--- src/design/fmt_map.svh ---
// What this block does
// - Start nibble 1101 with frame low begins a firmware memory read.
// - Start nibble 1110 with frame low begins a firmware memory write.
// - Only the nibble seen in the last frame-low clock is the start value.
// - Clock two select nibble must equal the four strap inputs exactly.
// - Clocks three to nine carry seven address nibbles, most significant first.
// - Clock ten size nibble must be 0000; only single bytes are moved.
// - Device starts driving in clock twelve for reads, fourteen for writes.
// - In reads the device drives ready sync 0000 in clock thirteen.
// - Read byte goes out in clocks fourteen and fifteen, low nibble first.
// - After read data the device drives 1111 in sixteen, floats before seventeen.
// - Write byte arrives in clocks eleven and twelve, low nibble first.
// - In writes host turns round in thirteen; device sends sync 0000 in fifteen.
// - Device drives 1111 and floats in sixteen; host owns bus in seventeen.
// - Every field nibble is sampled on the rising edge ending its clock.
//
// Purpose: constants of the firmware memory cycle target.
// Assumes: one clock, all inputs synchronous.
// Notes:   definitions only.
`ifndef FMT_MAP_SVH
`define FMT_MAP_SVH

// ==========================================================
// field codes
`define FMT_START_RD   4'hD
`define FMT_START_WR   4'hE
`define FMT_SIZE_ONE   4'h0
`define FMT_SYNC_READY 4'h0
`define FMT_TAR_NIBBLE 4'hF

// ==========================================================
// field layout
`define FMT_NIB_W      4
`define FMT_ADDR_W     28
`define FMT_DATA_W     8
`define FMT_CNT_W      3
`define FMT_ADDR_LAST  3'h6

`endif

--- src/design/fmt_pkg.sv ---
// Purpose: types of the firmware memory cycle target.
// Assumes: fmt_map.svh gives the widths.
// Notes:   no constants live here.
`include "fmt_map.svh"

package fmt_pkg;

  // ==========================================================
  // bus field states, named after what the lines carry
  typedef enum logic [3:0] {
    ST_IDLE,
    ST_ADDR,
    ST_SIZE,
    ST_WLO,
    ST_WHI,
    ST_HOST_TAR,
    ST_DEV_TAR,
    ST_SYNC,
    ST_RLO,
    ST_RHI,
    ST_DEV_END
  } fmt_state_t;

  // ==========================================================
  // memory request towards the array
  typedef struct packed {
    logic                   valid;
    logic                   write;
    logic [`FMT_ADDR_W-1:0] addr;
    logic [`FMT_DATA_W-1:0] wdata;
  } fmt_req_t;

endpackage : fmt_pkg

--- src/design/fmt_target.sv ---
// Purpose: target side of single-byte firmware memory cycles.
// Assumes: rd_data valid in the clock after a read request pulse.
// Notes:   lad_oe_n low means this block drives the lines.
`timescale 1ns/1ps
`include "fmt_map.svh"

module fmt_target (
  input  wire logic                   clk,
  input  wire logic                   srst,
  input  wire logic                   frame_n,
  input  wire logic [`FMT_NIB_W-1:0]  lad_in,
  output logic      [`FMT_NIB_W-1:0]  lad_out,
  output logic                        lad_oe_n,
  input  wire logic [`FMT_NIB_W-1:0]  select_strap_inputs,
  output fmt_pkg::fmt_req_t           mem_req,
  input  wire logic [`FMT_DATA_W-1:0] rd_data,
  output logic                        cycle_ignored
);

  // ==========================================================
  // state
  fmt_pkg::fmt_state_t    st_q;
  fmt_pkg::fmt_state_t    st_d;
  logic [`FMT_CNT_W-1:0]  cnt_q;
  logic [`FMT_CNT_W-1:0]  cnt_d;
  logic                   armed_q;
  logic                   armed_d;
  logic [`FMT_NIB_W-1:0]  start_q;
  logic [`FMT_NIB_W-1:0]  start_d;
  logic                   wr_q;
  logic                   wr_d;
  logic [`FMT_ADDR_W-1:0] addr_q;
  logic [`FMT_ADDR_W-1:0] addr_d;
  logic [`FMT_DATA_W-1:0] wdata_q;
  logic [`FMT_DATA_W-1:0] wdata_d;
  logic [`FMT_DATA_W-1:0] rdata_q;
  logic [`FMT_DATA_W-1:0] rdata_d;
  logic [`FMT_NIB_W-1:0]  out_q;
  logic [`FMT_NIB_W-1:0]  out_d;
  logic                   oe_n_q;
  logic                   oe_n_d;
  fmt_pkg::fmt_req_t      req_q;
  fmt_pkg::fmt_req_t      req_d;
  logic                   ign_q;
  logic                   ign_d;

  logic                   start_known;
  logic                   select_hit;

  assign start_known = (start_q == `FMT_START_RD) || (start_q == `FMT_START_WR);
  assign select_hit  = (lad_in == select_strap_inputs);

  // ==========================================================
  // next state
  always_comb begin
    st_d          = st_q;
    cnt_d         = cnt_q;
    armed_d       = armed_q;
    start_d       = start_q;
    wr_d          = wr_q;
    addr_d        = addr_q;
    wdata_d       = wdata_q;
    rdata_d       = rdata_q;
    out_d         = `FMT_TAR_NIBBLE;
    oe_n_d        = 1'b1;
    req_d         = req_q;
    req_d.valid   = 1'b0;
    ign_d         = 1'b0;
    // last frame-low nibble wins
    // frame low anywhere also drops a cycle in progress and frees the lines
    if (!frame_n) begin
      st_d    = fmt_pkg::ST_IDLE;
      armed_d = 1'b1;
      start_d = lad_in;
    end else begin
      unique case (st_q)
        fmt_pkg::ST_IDLE: begin
          if (armed_q) begin
            armed_d = 1'b0;
            if (start_known && select_hit) begin
              st_d  = fmt_pkg::ST_ADDR;
              cnt_d = '0;
              wr_d  = (start_q == `FMT_START_WR);
            end else begin
              ign_d = start_known;
            end
          end
        end
        fmt_pkg::ST_ADDR: begin
          addr_d = {addr_q[`FMT_ADDR_W-`FMT_NIB_W-1:0], lad_in};
          cnt_d  = cnt_q + 1'b1;
          if (cnt_q == `FMT_ADDR_LAST) begin
            st_d = fmt_pkg::ST_SIZE;
          end
        end
        fmt_pkg::ST_SIZE: begin
          // only one byte; other sizes end the cycle and pulse cycle_ignored
          if (lad_in != `FMT_SIZE_ONE) begin
            st_d  = fmt_pkg::ST_IDLE;
            ign_d = 1'b1;
          end else if (wr_q) begin
            st_d = fmt_pkg::ST_WLO;
          end else begin
            st_d          = fmt_pkg::ST_HOST_TAR;
            req_d.valid   = 1'b1;
            req_d.write   = 1'b0;
            req_d.addr    = addr_q;
          end
        end
        fmt_pkg::ST_WLO: begin
          wdata_d[3:0] = lad_in;
          st_d         = fmt_pkg::ST_WHI;
        end
        fmt_pkg::ST_WHI: begin
          wdata_d[7:4]  = lad_in;
          st_d          = fmt_pkg::ST_HOST_TAR;
          req_d.valid   = 1'b1;
          req_d.write   = 1'b1;
          req_d.addr    = addr_q;
          req_d.wdata   = {lad_in, wdata_q[3:0]};
        end
        fmt_pkg::ST_HOST_TAR: begin
          // take the lines in the second turnaround clock
          st_d   = fmt_pkg::ST_DEV_TAR;
          oe_n_d = 1'b0;
        end
        fmt_pkg::ST_DEV_TAR: begin
          st_d   = fmt_pkg::ST_SYNC;
          oe_n_d = 1'b0;
          out_d  = `FMT_SYNC_READY;
          if (!wr_q) begin
            rdata_d = rd_data;
          end
        end
        fmt_pkg::ST_SYNC: begin
          oe_n_d = 1'b0;
          if (wr_q) begin
            st_d = fmt_pkg::ST_DEV_END;
          end else begin
            st_d  = fmt_pkg::ST_RLO;
            out_d = rdata_q[3:0];
          end
        end
        fmt_pkg::ST_RLO: begin
          st_d   = fmt_pkg::ST_RHI;
          oe_n_d = 1'b0;
          out_d  = rdata_q[7:4];
        end
        fmt_pkg::ST_RHI: begin
          st_d   = fmt_pkg::ST_DEV_END;
          oe_n_d = 1'b0;
        end
        fmt_pkg::ST_DEV_END: begin
          // float so the host owns clock seventeen
          st_d = fmt_pkg::ST_IDLE;
        end
        default: begin
          st_d = fmt_pkg::ST_IDLE;
        end
      endcase
    end
  end

  // ==========================================================
  // registers
  // every field sampled on the edge ending its clock
  always_ff @(posedge clk) begin
    if (srst) begin
      st_q    <= fmt_pkg::ST_IDLE;
      cnt_q   <= '0;
      armed_q <= 1'b0;
      start_q <= '0;
      wr_q    <= 1'b0;
      addr_q  <= '0;
      wdata_q <= '0;
      rdata_q <= '0;
      out_q   <= `FMT_TAR_NIBBLE;
      oe_n_q  <= 1'b1;
      req_q   <= '0;
      ign_q   <= 1'b0;
    end else begin
      st_q    <= st_d;
      cnt_q   <= cnt_d;
      armed_q <= armed_d;
      start_q <= start_d;
      wr_q    <= wr_d;
      addr_q  <= addr_d;
      wdata_q <= wdata_d;
      rdata_q <= rdata_d;
      out_q   <= out_d;
      oe_n_q  <= oe_n_d;
      req_q   <= req_d;
      ign_q   <= ign_d;
    end
  end

  assign lad_out       = out_q;
  assign lad_oe_n      = oe_n_q;
  assign mem_req       = req_q;
  assign cycle_ignored = ign_q;
endmodule // fmt_target

--- config.mk ---
export PLATFORM = sky130hd
export DESIGN_NAME = fmt_target
export DESIGN_NICKNAME = d
export VERILOG_FILES = /design/src/design/fmt_pkg.sv /design/src/design/fmt_target.sv
export VERILOG_INCLUDE_DIRS = /design/src /design/src/design
export SDC_FILE = /design/constraint.sdc
export NUM_CORES = 1
export LEC_CHECK = 0
export BUFFER_PORTS_ARGS = -buffer_cell sky130_fd_sc_hd__buf_4
export CAP_MARGIN = 10
export CORE_UTILIZATION = 50
export CTS_BUF_LIST = sky130_fd_sc_hd__clkbuf_16
export DETAILED_ROUTE_END_ITERATION = 12
export GPL_ROUTABILITY_DRIVEN = 1
export PLACE_DENSITY = 0.75
export RECOVER_POWER = 50
export SYNTH_ARGS = -nofsm -noshare
export SYNTH_HDL_FRONTEND = slang
export SYNTH_SLANG_ARGS = --single-unit
--- constraint.sdc ---
create_clock -name clk -period 2.08 [get_ports clk]
set_clock_uncertainty 0.2 [all_clocks]
set_input_delay 0.104 -clock clk [delete_from_list [all_inputs] [get_ports clk]]
set_output_delay 0.104 -clock clk [all_outputs]
set_load 0.02 [all_outputs]
==> metrics.csv, run 1 <==
stage,metric,value,unit
clock_tree,htreeDepth,3,
finish,drive_gt1_share,12.2,%
place,io_buffers,62,
finish,seq_area,1940,µm²
pwr,net-switching-power,0.000778,W
global_route,grt_overflow,0,
floorplan,core_area,7370,µm²
synth,syn_avg_cell_area,8.80,µm²
place,place_hpwl,5.48,mm
detailed_routing,vias,3209,
synth,synth_edf_count,0,
synth,async_flop_share,0,%
finish,syn_to_final_growth,24.7,%
synth,synthesis.area,3870,µm²
status,status,"complete, no violations",
pwr,power_frac_comb,3.7,%
pwr,p_per_area,779,nW/µm²
finish,nets,542,
place,gp_congestion,0.864,
pwr,leakagePower,1.69,nW
critical_path,cp_data_arrival_time,1.97,ns
detailed_routing,routedWlPerCell,13.1,µm
finish,n_antenna_cell,0,
clock_tree,cts_sinks,97,
clock_tree,cts_buffers,9,
global_route,antenna_found_initial,0,
place,preCtsSetupSlack,-0.00995,ns
synth,synth_nets,461,
critical_path,critPathKind,input port to register,
floorplan,die_h,90.0,µm
clock_tree,clock_latency,0.34,ns
clock_tree,clk_pin_slew,0.07,ns
clock_tree,cts_tree,done,
synth,ys_seq_area_share,50.1,%
sta,tightest_slew,0.638,ns
sta,whs,0.125,ns
global_route,grt_pass1_wl,14.1,mm
floorplan,dieArea,8100,µm²
synth,ys.flop_type,dfxtp_1,
pwr,p_clk_share,46.7,%
detailed_routing,drt_iter0_drc,145,
hold_path,hold_depth,5,
pwr,seqPwrFrac,49.6,%
run,max_cap_violations,0,
critical_path,reg2reg_depth,5,
sta,rsz0062_at_grt,false,
synth,synth_seq_cells,97,
pwr,vdd_drop_max,0.000491,V
global_route,grt_start_max_net_pins,61,
critical_path,cp_max_fo,9,
sta,fin_crit,1.94,ns
sta,slew_headroom,57.5,%
critical_path,crit_required,2.11,ns
clock_tree,cts_root_buf,clkbuf_16,
floorplan,rows,31,
detailed_routing,dr.pass1.iters,4,
critical_path,startpoint_type,input port,
finish,fill_cells,637,
synth,yosysUniqueCellTypes,46,
global_route,grt_pass1_vias,3110,
clock_tree,cts_max_path_buffers,2,
global_route,grt_use_total,21.4,%
floorplan,die_width,90.0,µm
pwr,p_int,0.00298,W
sta,layout_setup_ws,0.140,ns
sta,slew_viol_final,0,
critical_path,cp-end-kind,register,
hold_path,worstHoldPathType,input port to register,
pwr,swShare,20.7,%
floorplan,ioPinCount,63,
sta,timing.fmax,0.515,GHz
clock_tree,post_cts_buffers,0,
sta,setup_viol,0,
pwr,finalPower,0.00376,W
sta,fin_crit_sh,93.3,%
floorplan,initial_core_util,52.5,%
synth,synth_warnings,0,
detailed_routing,drc,0,
detailed_routing,postRouteAntennaNets,0,
finish,multiInputGateArea,1770,µm²
sta,hold_violations,0,
detailed_routing,wl,8.22,mm
synth,syn_inst,440,
detailed_routing,via_per_inst,5.13,
[through the flow]
stage	TNS, ns	instances	cell area [µm²]	utilization, %
4_1_cts	0	625	4990	67.7
3_3_place_gp	0	595	4530	61.4
3_5_place_dp	-0.0142	595	4530	61.4
5_1_grt	0	625	4830	65.5
2_1_floorplan	0	440	3870	-
6_report	0	625	4830	65.5
[kinds of logic after synthesis]
| kind of cell | count (synthesis) | share of synthesized area (%) |
|---|---|---|
| and+or+nand+nor | 195 | 21.4 |
| DFF | 97 | 50.1 |
| muxes | 54 | 14.0 |
| AOI/OAI and AO/OA | 52 | 7.92 |
| buffers and inverters | 34 | 4.52 |
| xor gates and xnor gates | 6 | 1.36 |
| adders and majority gates | 2 | 0.646 |
[power groups by stage]
stage / logic (W) / clock network, W / registers [W]
6_report: 0.000139 / 0.00176 / 0.00187
3_5_place_dp: 0.000118 / 0 / 0.00191
3_3_place_gp: 0.000116 / 0 / 0.00191
2_1_floorplan: 0.0000590 / 0 / 0.00191
5_1_grt: 0.000151 / 0.00188 / 0.00187
4_1_cts: 0.000140 / 0.00178 / 0.00187
[critical path: stages]
cell	delay, ns
dlygate4sd3_1	0.53
buf_4	0.11
or3b_2	0.47
buf_4	0.17
nor2_2	0.10
buf_4	0.21
mux2i_1	0.22
nor2_1	0.05
[metal layers]
layer	part of all wire [%]	wire, µm	GRT usage [%]
met1	46	3760	26.6
met2	48	3940	36.4
met3	5.0	412	3.81
met4	1.2	98	8.74
met5	0	0	0
[layout make-up]
class,count,area share [%]
repair buffers,99,13.5
clock buffers,9,4.67
multi-input cells,309,36.8
clock inverters,7,1.94
flip-flops and latches,97,40.2
inverters,5,0.389
well taps,99,2.57
[state kept, by name (all words and copies together), names as in the netlist, 3 cells and up]
register and flops:
addr_q 28, lad_out 4, cnt_q 3, rdata_q 8, st_q 4, mem_req 38, wdata_q 4, start_q 4
[synthesized netlist by cell type (2+ instances only)]
master / n / area, µm²
a21oi_1: 34 / 170
and2_1: 2 / 12.5
buf_1: 3 / 11.3
buf_12: 2 / 40.0
buf_2: 3 / 15.0
clkbuf_1: 20 / 75.1
dfxtp_1: 97 / 1940
ha_1: 2 / 25.0
inv_1: 4 / 15.0
mux2i_1: 53 / 531
nand2_1: 127 / 477
nand2b_1: 2 / 12.5
nand3_1: 11 / 55.1
nand4_1: 2 / 12.5
nor2_1: 31 / 116
nor2b_1: 2 / 12.5
nor3_1: 5 / 25.0
nor4b_1: 2 / 17.5
o21ai_0: 6 / 30.0
or3_1: 2 / 12.5
xnor2_1: 4 / 35.0
xor2_1: 2 / 17.5
[path summary, 6_finish.rpt]
kind / from / end / slack (ns)
max: frame_n / mem_req[1] / 0.14
min: lad_in[1] / cycle_ignored / 0.12
max reg2reg: st_q[1] / mem_req[13] / 0.18
min reg2reg: mem_req[31] / mem_req[31] / 0.25
[layout by cell type, fill, tap and decap left out, types with 4 or more instances in the layout]
cell type / instances
a21oi_1: 34
buf_12: 4
buf_4: 33
clkbuf_1: 47
clkbuf_16: 9
dfxtp_1: 97
dlygate4sd3_1: 14
inv_1: 5
mux2i_1: 53
nand2_1: 127
nand3_1: 11
nor2_1: 31
nor3_1: 5
o21ai_0: 6
xnor2_1: 4
[what timing repair did]
action | 4_1_cts | 5_1_grt
endpoints found under the hold margin | 31 | 0
hold buffers | 14 | 0
gates resized for setup | 0 | 4
endpoints found under the setup margin | 0 | 16
No activity file was read; power rests on OpenSTA's default activity.
==> run 2: changes to the inputs <==
--- a/config.mk
+++ b/config.mk
@@ -7,13 +7,13 @@
 export NUM_CORES = 1
 export LEC_CHECK = 0
 export BUFFER_PORTS_ARGS = -buffer_cell sky130_fd_sc_hd__buf_4
-export CAP_MARGIN = 10
 export CORE_UTILIZATION = 50
 export CTS_BUF_LIST = sky130_fd_sc_hd__clkbuf_16
 export DETAILED_ROUTE_END_ITERATION = 12
 export GPL_ROUTABILITY_DRIVEN = 1
-export PLACE_DENSITY = 0.75
+export PLACE_DENSITY = 0.84
 export RECOVER_POWER = 50
+export REMOVE_ABC_BUFFERS = 1
 export SYNTH_ARGS = -nofsm -noshare
 export SYNTH_HDL_FRONTEND = slang
 export SYNTH_SLANG_ARGS = --single-unit
==> run 2 against run 1 <==
Net effect: total power is 0.23% lower; utilization is 0.37 points lower; register-to-register slack worse by 0.08 ns; critical path depth is 1 lower; wire length is 8.1% higher; clock-buffer cell count stayed put; via count is 3.0% higher; first-iteration DRC count is 5.5% higher; final cell count is 0.32% lower; clock power hardly changed; critical endpoint is now st_q[1]; global-route usage is 1.5 points higher.
==> metrics.csv, run 2 (synthesis gave the netlist of run 1 again) <==
stage,metric,value,unit,change
finish,syn_to_final_growth,23.9,%,
detailed_routing,vias,3304,,+3.0%
sta,timing.fmax,0.490,GHz,-5.0%
sta,setup_viol,0,,unchanged
global_route,grt_use_total,22.9,%,+1.5 points
critical_path,cp_max_fo,5,,-4
floorplan,dieArea,8100,µm²,unchanged
finish,fill_cells,606,,-4.9%
clock_tree,clk_pin_slew,0.07,ns,about the same
detailed_routing,postRouteAntennaNets,0,,unchanged
clock_tree,cts_tree,done,,
floorplan,die_h,90.0,µm,unchanged
detailed_routing,drt_iter0_drc,153,,+5.5%
sta,slew_headroom,56.8,%,-0.68 points
floorplan,core_area,7370,µm²,unchanged
clock_tree,clock_latency,0.35,ns,about the same
finish,design_area,4800,µm²,-0.57%
sta,fin_tns_setup,0,ns,unchanged
detailed_routing,drc,0,,unchanged
critical_path,cp_data_arrival_time,2.06,ns,+0.09 ns
sta,hold_violations,0,,unchanged
floorplan,rows,31,,unchanged
place,io_buffers,62,,unchanged
finish,fin_util,65.1,%,-0.37 points
critical_path,cp-end-kind,register,,
place,placed_area,4500,µm²,-0.61%
critical_path,cpPeakStageDelay,0.55,ns,+0.02 ns
critical_path,crit_chain,buf_4 -> dlygate4sd3_1 -> buf_4 -> xnor2_1 -> nand4_1 -> o31a_1 -> a2111oi_1,,
critical_path,startpoint_type,input port,,
clock_tree,cts_buffers,9,,unchanged
detailed_routing,via_per_inst,5.30,,+3.3%
detailed_routing,dr.pass1.iters,4,,unchanged
pwr,finalPower,0.00375,W,-0.23%
floorplan,die_width,90.0,µm,unchanged
sta,fin_crit_sh,98.1,%,+4.9 points
critical_path,critPathKind,input port to register,,
critical_path,cpMostUsedCell,buf_4,,
global_route,antenna_found_initial,0,,unchanged
pwr,leakagePower,1.69,nW,-0.50%
global_route,grt_pass1_wl,14.8,mm,+5.3%
finish,largest_reg_flops,38,,unchanged
place,gp_congestion,0.928,,+7.4%
sta,fin_crit,2.04,ns,+0.101 ns
finish,n_antenna_cell,0,,unchanged
global_route,grt_start_max_net_pins,35,,-43%
floorplan,initial_core_util,52.5,%,unchanged
finish,final_common_cell,nand2_1,,
critical_path,crit_required,2.10,ns,about the same
detailed_routing,wl,8.88,mm,+8.1%
global_route,grt_overflow,0,,unchanged
pwr,vdd_drop_max,0.000530,V,+7.8%
clock_tree,htreeDepth,3,,unchanged
finish,nets,540,,-0.37%
critical_path,slowest_stage,dlygate4sd3_1,,
clock_tree,cts_max_path_buffers,2,,unchanged
sta,tightest_slew,0.648,ns,+0.0102 ns
pwr,p_per_area,782,nW/µm²,+0.34%
run,max_cap_violations,0,,unchanged
finish,drive_gt1_share,12.4,%,+0.24 points
clock_tree,cts_sinks,97,,unchanged
finish,seq_area,1940,µm²,unchanged
global_route,grt_pass1_vias,3203,,+3.0%
clock_tree,cts_root_buf,clkbuf_16,,
floorplan,ioPinCount,63,,unchanged
finish,final_cell_mix,"nand2_1, dfxtp_1, mux2i_1",,
hold_path,worstHoldPathType,input port to register,,
sta,slew_viol_final,0,,unchanged
finish,multiInputGateArea,1760,µm²,-0.78%
sta,whs,0.108,ns,-0.0168 ns
status,status,"complete, no violations",,
place,place_hpwl,5.63,mm,+2.9%
detailed_routing,routedWlPerCell,14.3,µm,+8.4%
==> run 2: changes by cell type in the layout (fill, tap and decap cells not counted), sizes merged <==
cell,change
inv,-1
clkinv,+2
buf,-1
clkbuf,-1
bufinv,-1
==> run 2: worst max-delay path: cells and delay by family <==
family	cells	cell delay (ns)
buffers and inverters	3	0.83
xor gates and xnor gates	1	0.16
and+or+nand+nor	1	0.20
AOI/OAI and AO/OA	2	0.76
==> run 2: final timing paths <==
| kind | from | endpoint | slack [ns] | cells past startpoint |
|---|---|---|---|---|
| hold / removal | lad_in[3] | st_q[2] | 0.11 | 6 |
| hold reg to reg | mem_req[16] | mem_req[16] | 0.25 | 2 |
| setup / recovery | lad_in[1] | st_q[1] | 0.04 | 7 |
| setup reg to reg | st_q[0] | cycle_ignored | 0.10 | 5 |
==> run 2: routing by layer <==
metal  track usage, %  part of all wire [%]  vias up
li1                 -                     -     1631
met1             26.5                    42     1562
met2             39.8                    51       94
met3             4.65                   5.3       17
met4             11.8                   2.3        0
met5                0                     0        -
==> run 2: power by group <==
part,internal (W),switching (W)
clock,0.000967,0.000780
combinational,0.0000654,0.0000746
sequential,0.00186,0.00000415
==> run 2: stage by stage <==
| stage | setup slack [ns] | cells |
|---|---|---|
| floorplan | -0.229 | 411 |
| global placement | 0.0626 | 593 |
| detailed placement | 0.0170 | 593 |
| CTS | 0.0356 | 623 |
| global route | -0.116 | 623 |
| finish | 0.0389 | 623 |
==> run 2: what timing repair did <==
item	CTS	global route
buffers inserted	0	0
endpoints found under the hold margin	37	0
resized for setup	0	3
setup endpoints to repair	0	36
hold buffers	14	0
==> run 2: layout make-up <==
cell class	count	area share, %
clock buffer	9	4.69
sequential	97	40.5
timing repair buffer	97	13.1
clock inverter	7	2.06
inverter	5	0.391
tap	99	2.58
multi-input combinational	309	36.7
==> run 3: changes to the inputs <==
--- a/config.mk
+++ b/config.mk
@@ -12,7 +12,7 @@
 export DETAILED_ROUTE_END_ITERATION = 12
 export GPL_ROUTABILITY_DRIVEN = 1
 export PLACE_DENSITY = 0.84
-export RECOVER_POWER = 50
+export RECOVER_POWER = 25
 export REMOVE_ABC_BUFFERS = 1
 export SYNTH_ARGS = -nofsm -noshare
 export SYNTH_HDL_FRONTEND = slang
==> run 3 against run 2 <==
Net effect: utilization up 0.63 points; die area unchanged; register-to-register slack better by 0.02 ns; critical endpoint unchanged; largest power group unchanged.
==> metrics.csv, run 3 (synthesis gave the netlist of run 1 again) <==
stage,metric,value,unit,change
sta,whs,0.114,ns,+0.00632 ns
place,gp_congestion,0.928,,unchanged
clock_tree,cts_max_path_buffers,2,,unchanged
clock_tree,post_cts_buffers,0,,unchanged
global_route,grt_use_total,22.9,%,unchanged
floorplan,die_width,90.0,µm,unchanged
place,place_hpwl,5.63,mm,unchanged
critical_path,slowest_stage,dlygate4sd3_1,,
global_route,grt_pass1_wl,14.8,mm,unchanged
finish,final_cell_mix,"nand2_1, dfxtp_1, mux2i_1",,
critical_path,reg2reg_depth,5,,unchanged
detailed_routing,vias,3286,,-0.54%
sta,timing.fmax,0.489,GHz,-0.19%
detailed_routing,dr.pass1.iters,4,,unchanged
status,status,"complete, no violations",,
global_route,antenna_found_initial,0,,unchanged
floorplan,ioPinCount,63,,unchanged
floorplan,core_area,7370,µm²,unchanged
finish,drive_gt1_share,14.1,%,+1.7 points
critical_path,cp.depth,7,,unchanged
clock_tree,cts_buffers,9,,unchanged
finish,fin_util,65.8,%,+0.63 points
critical_path,cpPeakStageDelay,0.55,ns,about the same
pwr,finalPower,0.00375,W,about the same
hold_path,worstHoldPathType,input port to register,,
critical_path,cp-end-kind,register,,
critical_path,crit_path_end,st_q[1],,
critical_path,r2r_start,st_q[0],,
finish,n_antenna_cell,0,,unchanged
detailed_routing,drc,0,,unchanged
critical_path,crit_buf_inv,3,,unchanged
clock_tree,htreeDepth,3,,unchanged
finish,final_common_cell,nand2_1,,
finish,largest_reg_flops,38,,unchanged
sta,slew_headroom,68.0,%,+11 points
sta,hold_violations,0,,unchanged
detailed_routing,drt_iter0_drc,162,,+5.9%
critical_path,startpoint_type,input port,,
floorplan,die_h,90.0,µm,unchanged
global_route,grt_overflow,0,,unchanged
clock_tree,cts_root_buf,clkbuf_16,,
floorplan,initial_core_util,52.5,%,unchanged
finish,fill_cells,592,,-2.3%
critical_path,cp_max_fo,5,,unchanged
global_route,grt_pass1_vias,3203,,unchanged
clock_tree,cts_sinks,97,,unchanged
place,placed_cells,593,,unchanged
critical_path,cp_data_arrival_time,2.06,ns,about the same
place,placed_area,4500,µm²,unchanged
detailed_routing,via_per_inst,5.27,,-0.54%
detailed_routing,wl,8.87,mm,-0.18%
critical_path,startpoint,lad_in[0],,
floorplan,dieArea,8100,µm²,unchanged
run,max_cap_violations,0,,unchanged
pwr,leakagePower,1.73,nW,+2.4%
pwr,vdd_drop_max,0.000529,V,about the same
global_route,grt_start_max_net_pins,35,,unchanged
critical_path,critPathKind,input port to register,,
critical_path,r2r_setup_slack,0.12,ns,+0.02 ns
detailed_routing,postRouteAntennaNets,0,,unchanged
sta,setup_viol,0,,unchanged
critical_path,r2r-end,wr_q,,
place,io_buffers,62,,unchanged
finish,nets,540,,unchanged
finish,finalNonFillerCells,623,,unchanged
sta,slew_viol_final,0,,unchanged
clock_tree,cts_tree,done,,
critical_path,cpMostUsedCell,buf_4,,
clock_tree,clock_latency,0.34,ns,about the same
floorplan,rows,31,,unchanged
sta,tightest_slew,0.475,ns,-0.173 ns
critical_path,critical-path-top-delay-family,buffers and inverters,,
detailed_routing,routedWlPerCell,14.2,µm,-0.18%
finish,design_area,4850,µm²,+0.96%
finish,syn_to_final_growth,25.1,%,
pwr,p_per_area,774,nW/µm²,-1.0%
critical_path,crit_chain,buf_4 -> dlygate4sd3_1 -> buf_4 -> xnor2_1 -> nand4_1 -> o31a_1 -> a2111oi_1,,
critical_path,crit_required,2.10,ns,about the same
clock_tree,clk_pin_slew,0.07,ns,about the same
sta,fin_crit,2.05,ns,+0.00393 ns
sta,fin_crit_sh,98.3,%,+0.19 points
-- run 3: cell types whose count changed in the layout (fill, tap and decap cells not counted) --
cell      change
buf_4        +12
clkbuf_1      -9
clkbuf_2      -2
a21oi_2       -1
a21oi_4       +1
clkbuf_4      -1
-- run 3: layout make-up --
| cell class | instances | area [µm²] | share of cell area, % |
|---|---|---|---|
| tap | 99 | 124 | 2.56 |
| sequential | 97 | 1940 | 40.1 |
| clock buffer | 9 | 225 | 4.65 |
| inverter | 5 | 18.8 | 0.387 |
| timing repair buffer | 97 | 669 | 13.8 |
| multi-input combinational | 309 | 1770 | 36.5 |
| clock inverter | 7 | 98.8 | 2.04 |
-- run 3: worst register-to-register path, cell delays in order, from the launching register on --
cell and delay [ns]:
dfxtp_1 0.32, buf_4 0.17, nor4_1 0.45, nand3_1 0.14, nor3_1 0.39, mux2i_1 0.23
-- run 3: repair_timing --
action | in CTS | in global routing
hold buffers | 14 | 0
resized for setup | 0 | 3
hold endpoints to repair | 37 | 0
setup endpoints to repair | 0 | 36
-- run 3: worst min path at each step --
stage / start / slack, ns / endpoint / cells after the start
after floorplan: srst / -0.03 / addr_q[0] / 1
after global placement: rd_data[7] / 0.13 / rdata_q[7] / 3
after detailed placement: rd_data[3] / 0.15 / rdata_q[3] / 3
after CTS: lad_in[3] / 0.12 / st_q[2] / 6
after global routing: lad_in[3] / 0.15 / st_q[2] / 6
final: lad_in[3] / 0.11 / st_q[2] / 6
-- run 3: power breakdown --
part,internal (W),leakage [nW],switching (W)
clock,0.000967,0.154,0.000776
sequential,0.00186,0.782,0.00000416
combinational,0.0000668,0.790,0.0000750
total,0.00289,1.73,0.000855
-- run 3: layer usage --
layer	GRT usage [%]	up-vias	routed length [µm]
li1	-	1625	-
met1	26.5	1550	3710
met2	39.8	90	4460
met3	4.65	21	469
met4	11.8	0	227
met5	0	-	0
-- run 3: metrics by stage --
stage | setup TNS [ns] | worst slack [ns]
2_1_floorplan | -8.08 | -0.229
3_3_place_gp | 0 | 0.0626
3_5_place_dp | 0 | 0.0170
4_1_cts | 0 | 0.0356
5_1_grt | -0.116 | -0.116
6_report | 0 | 0.0349
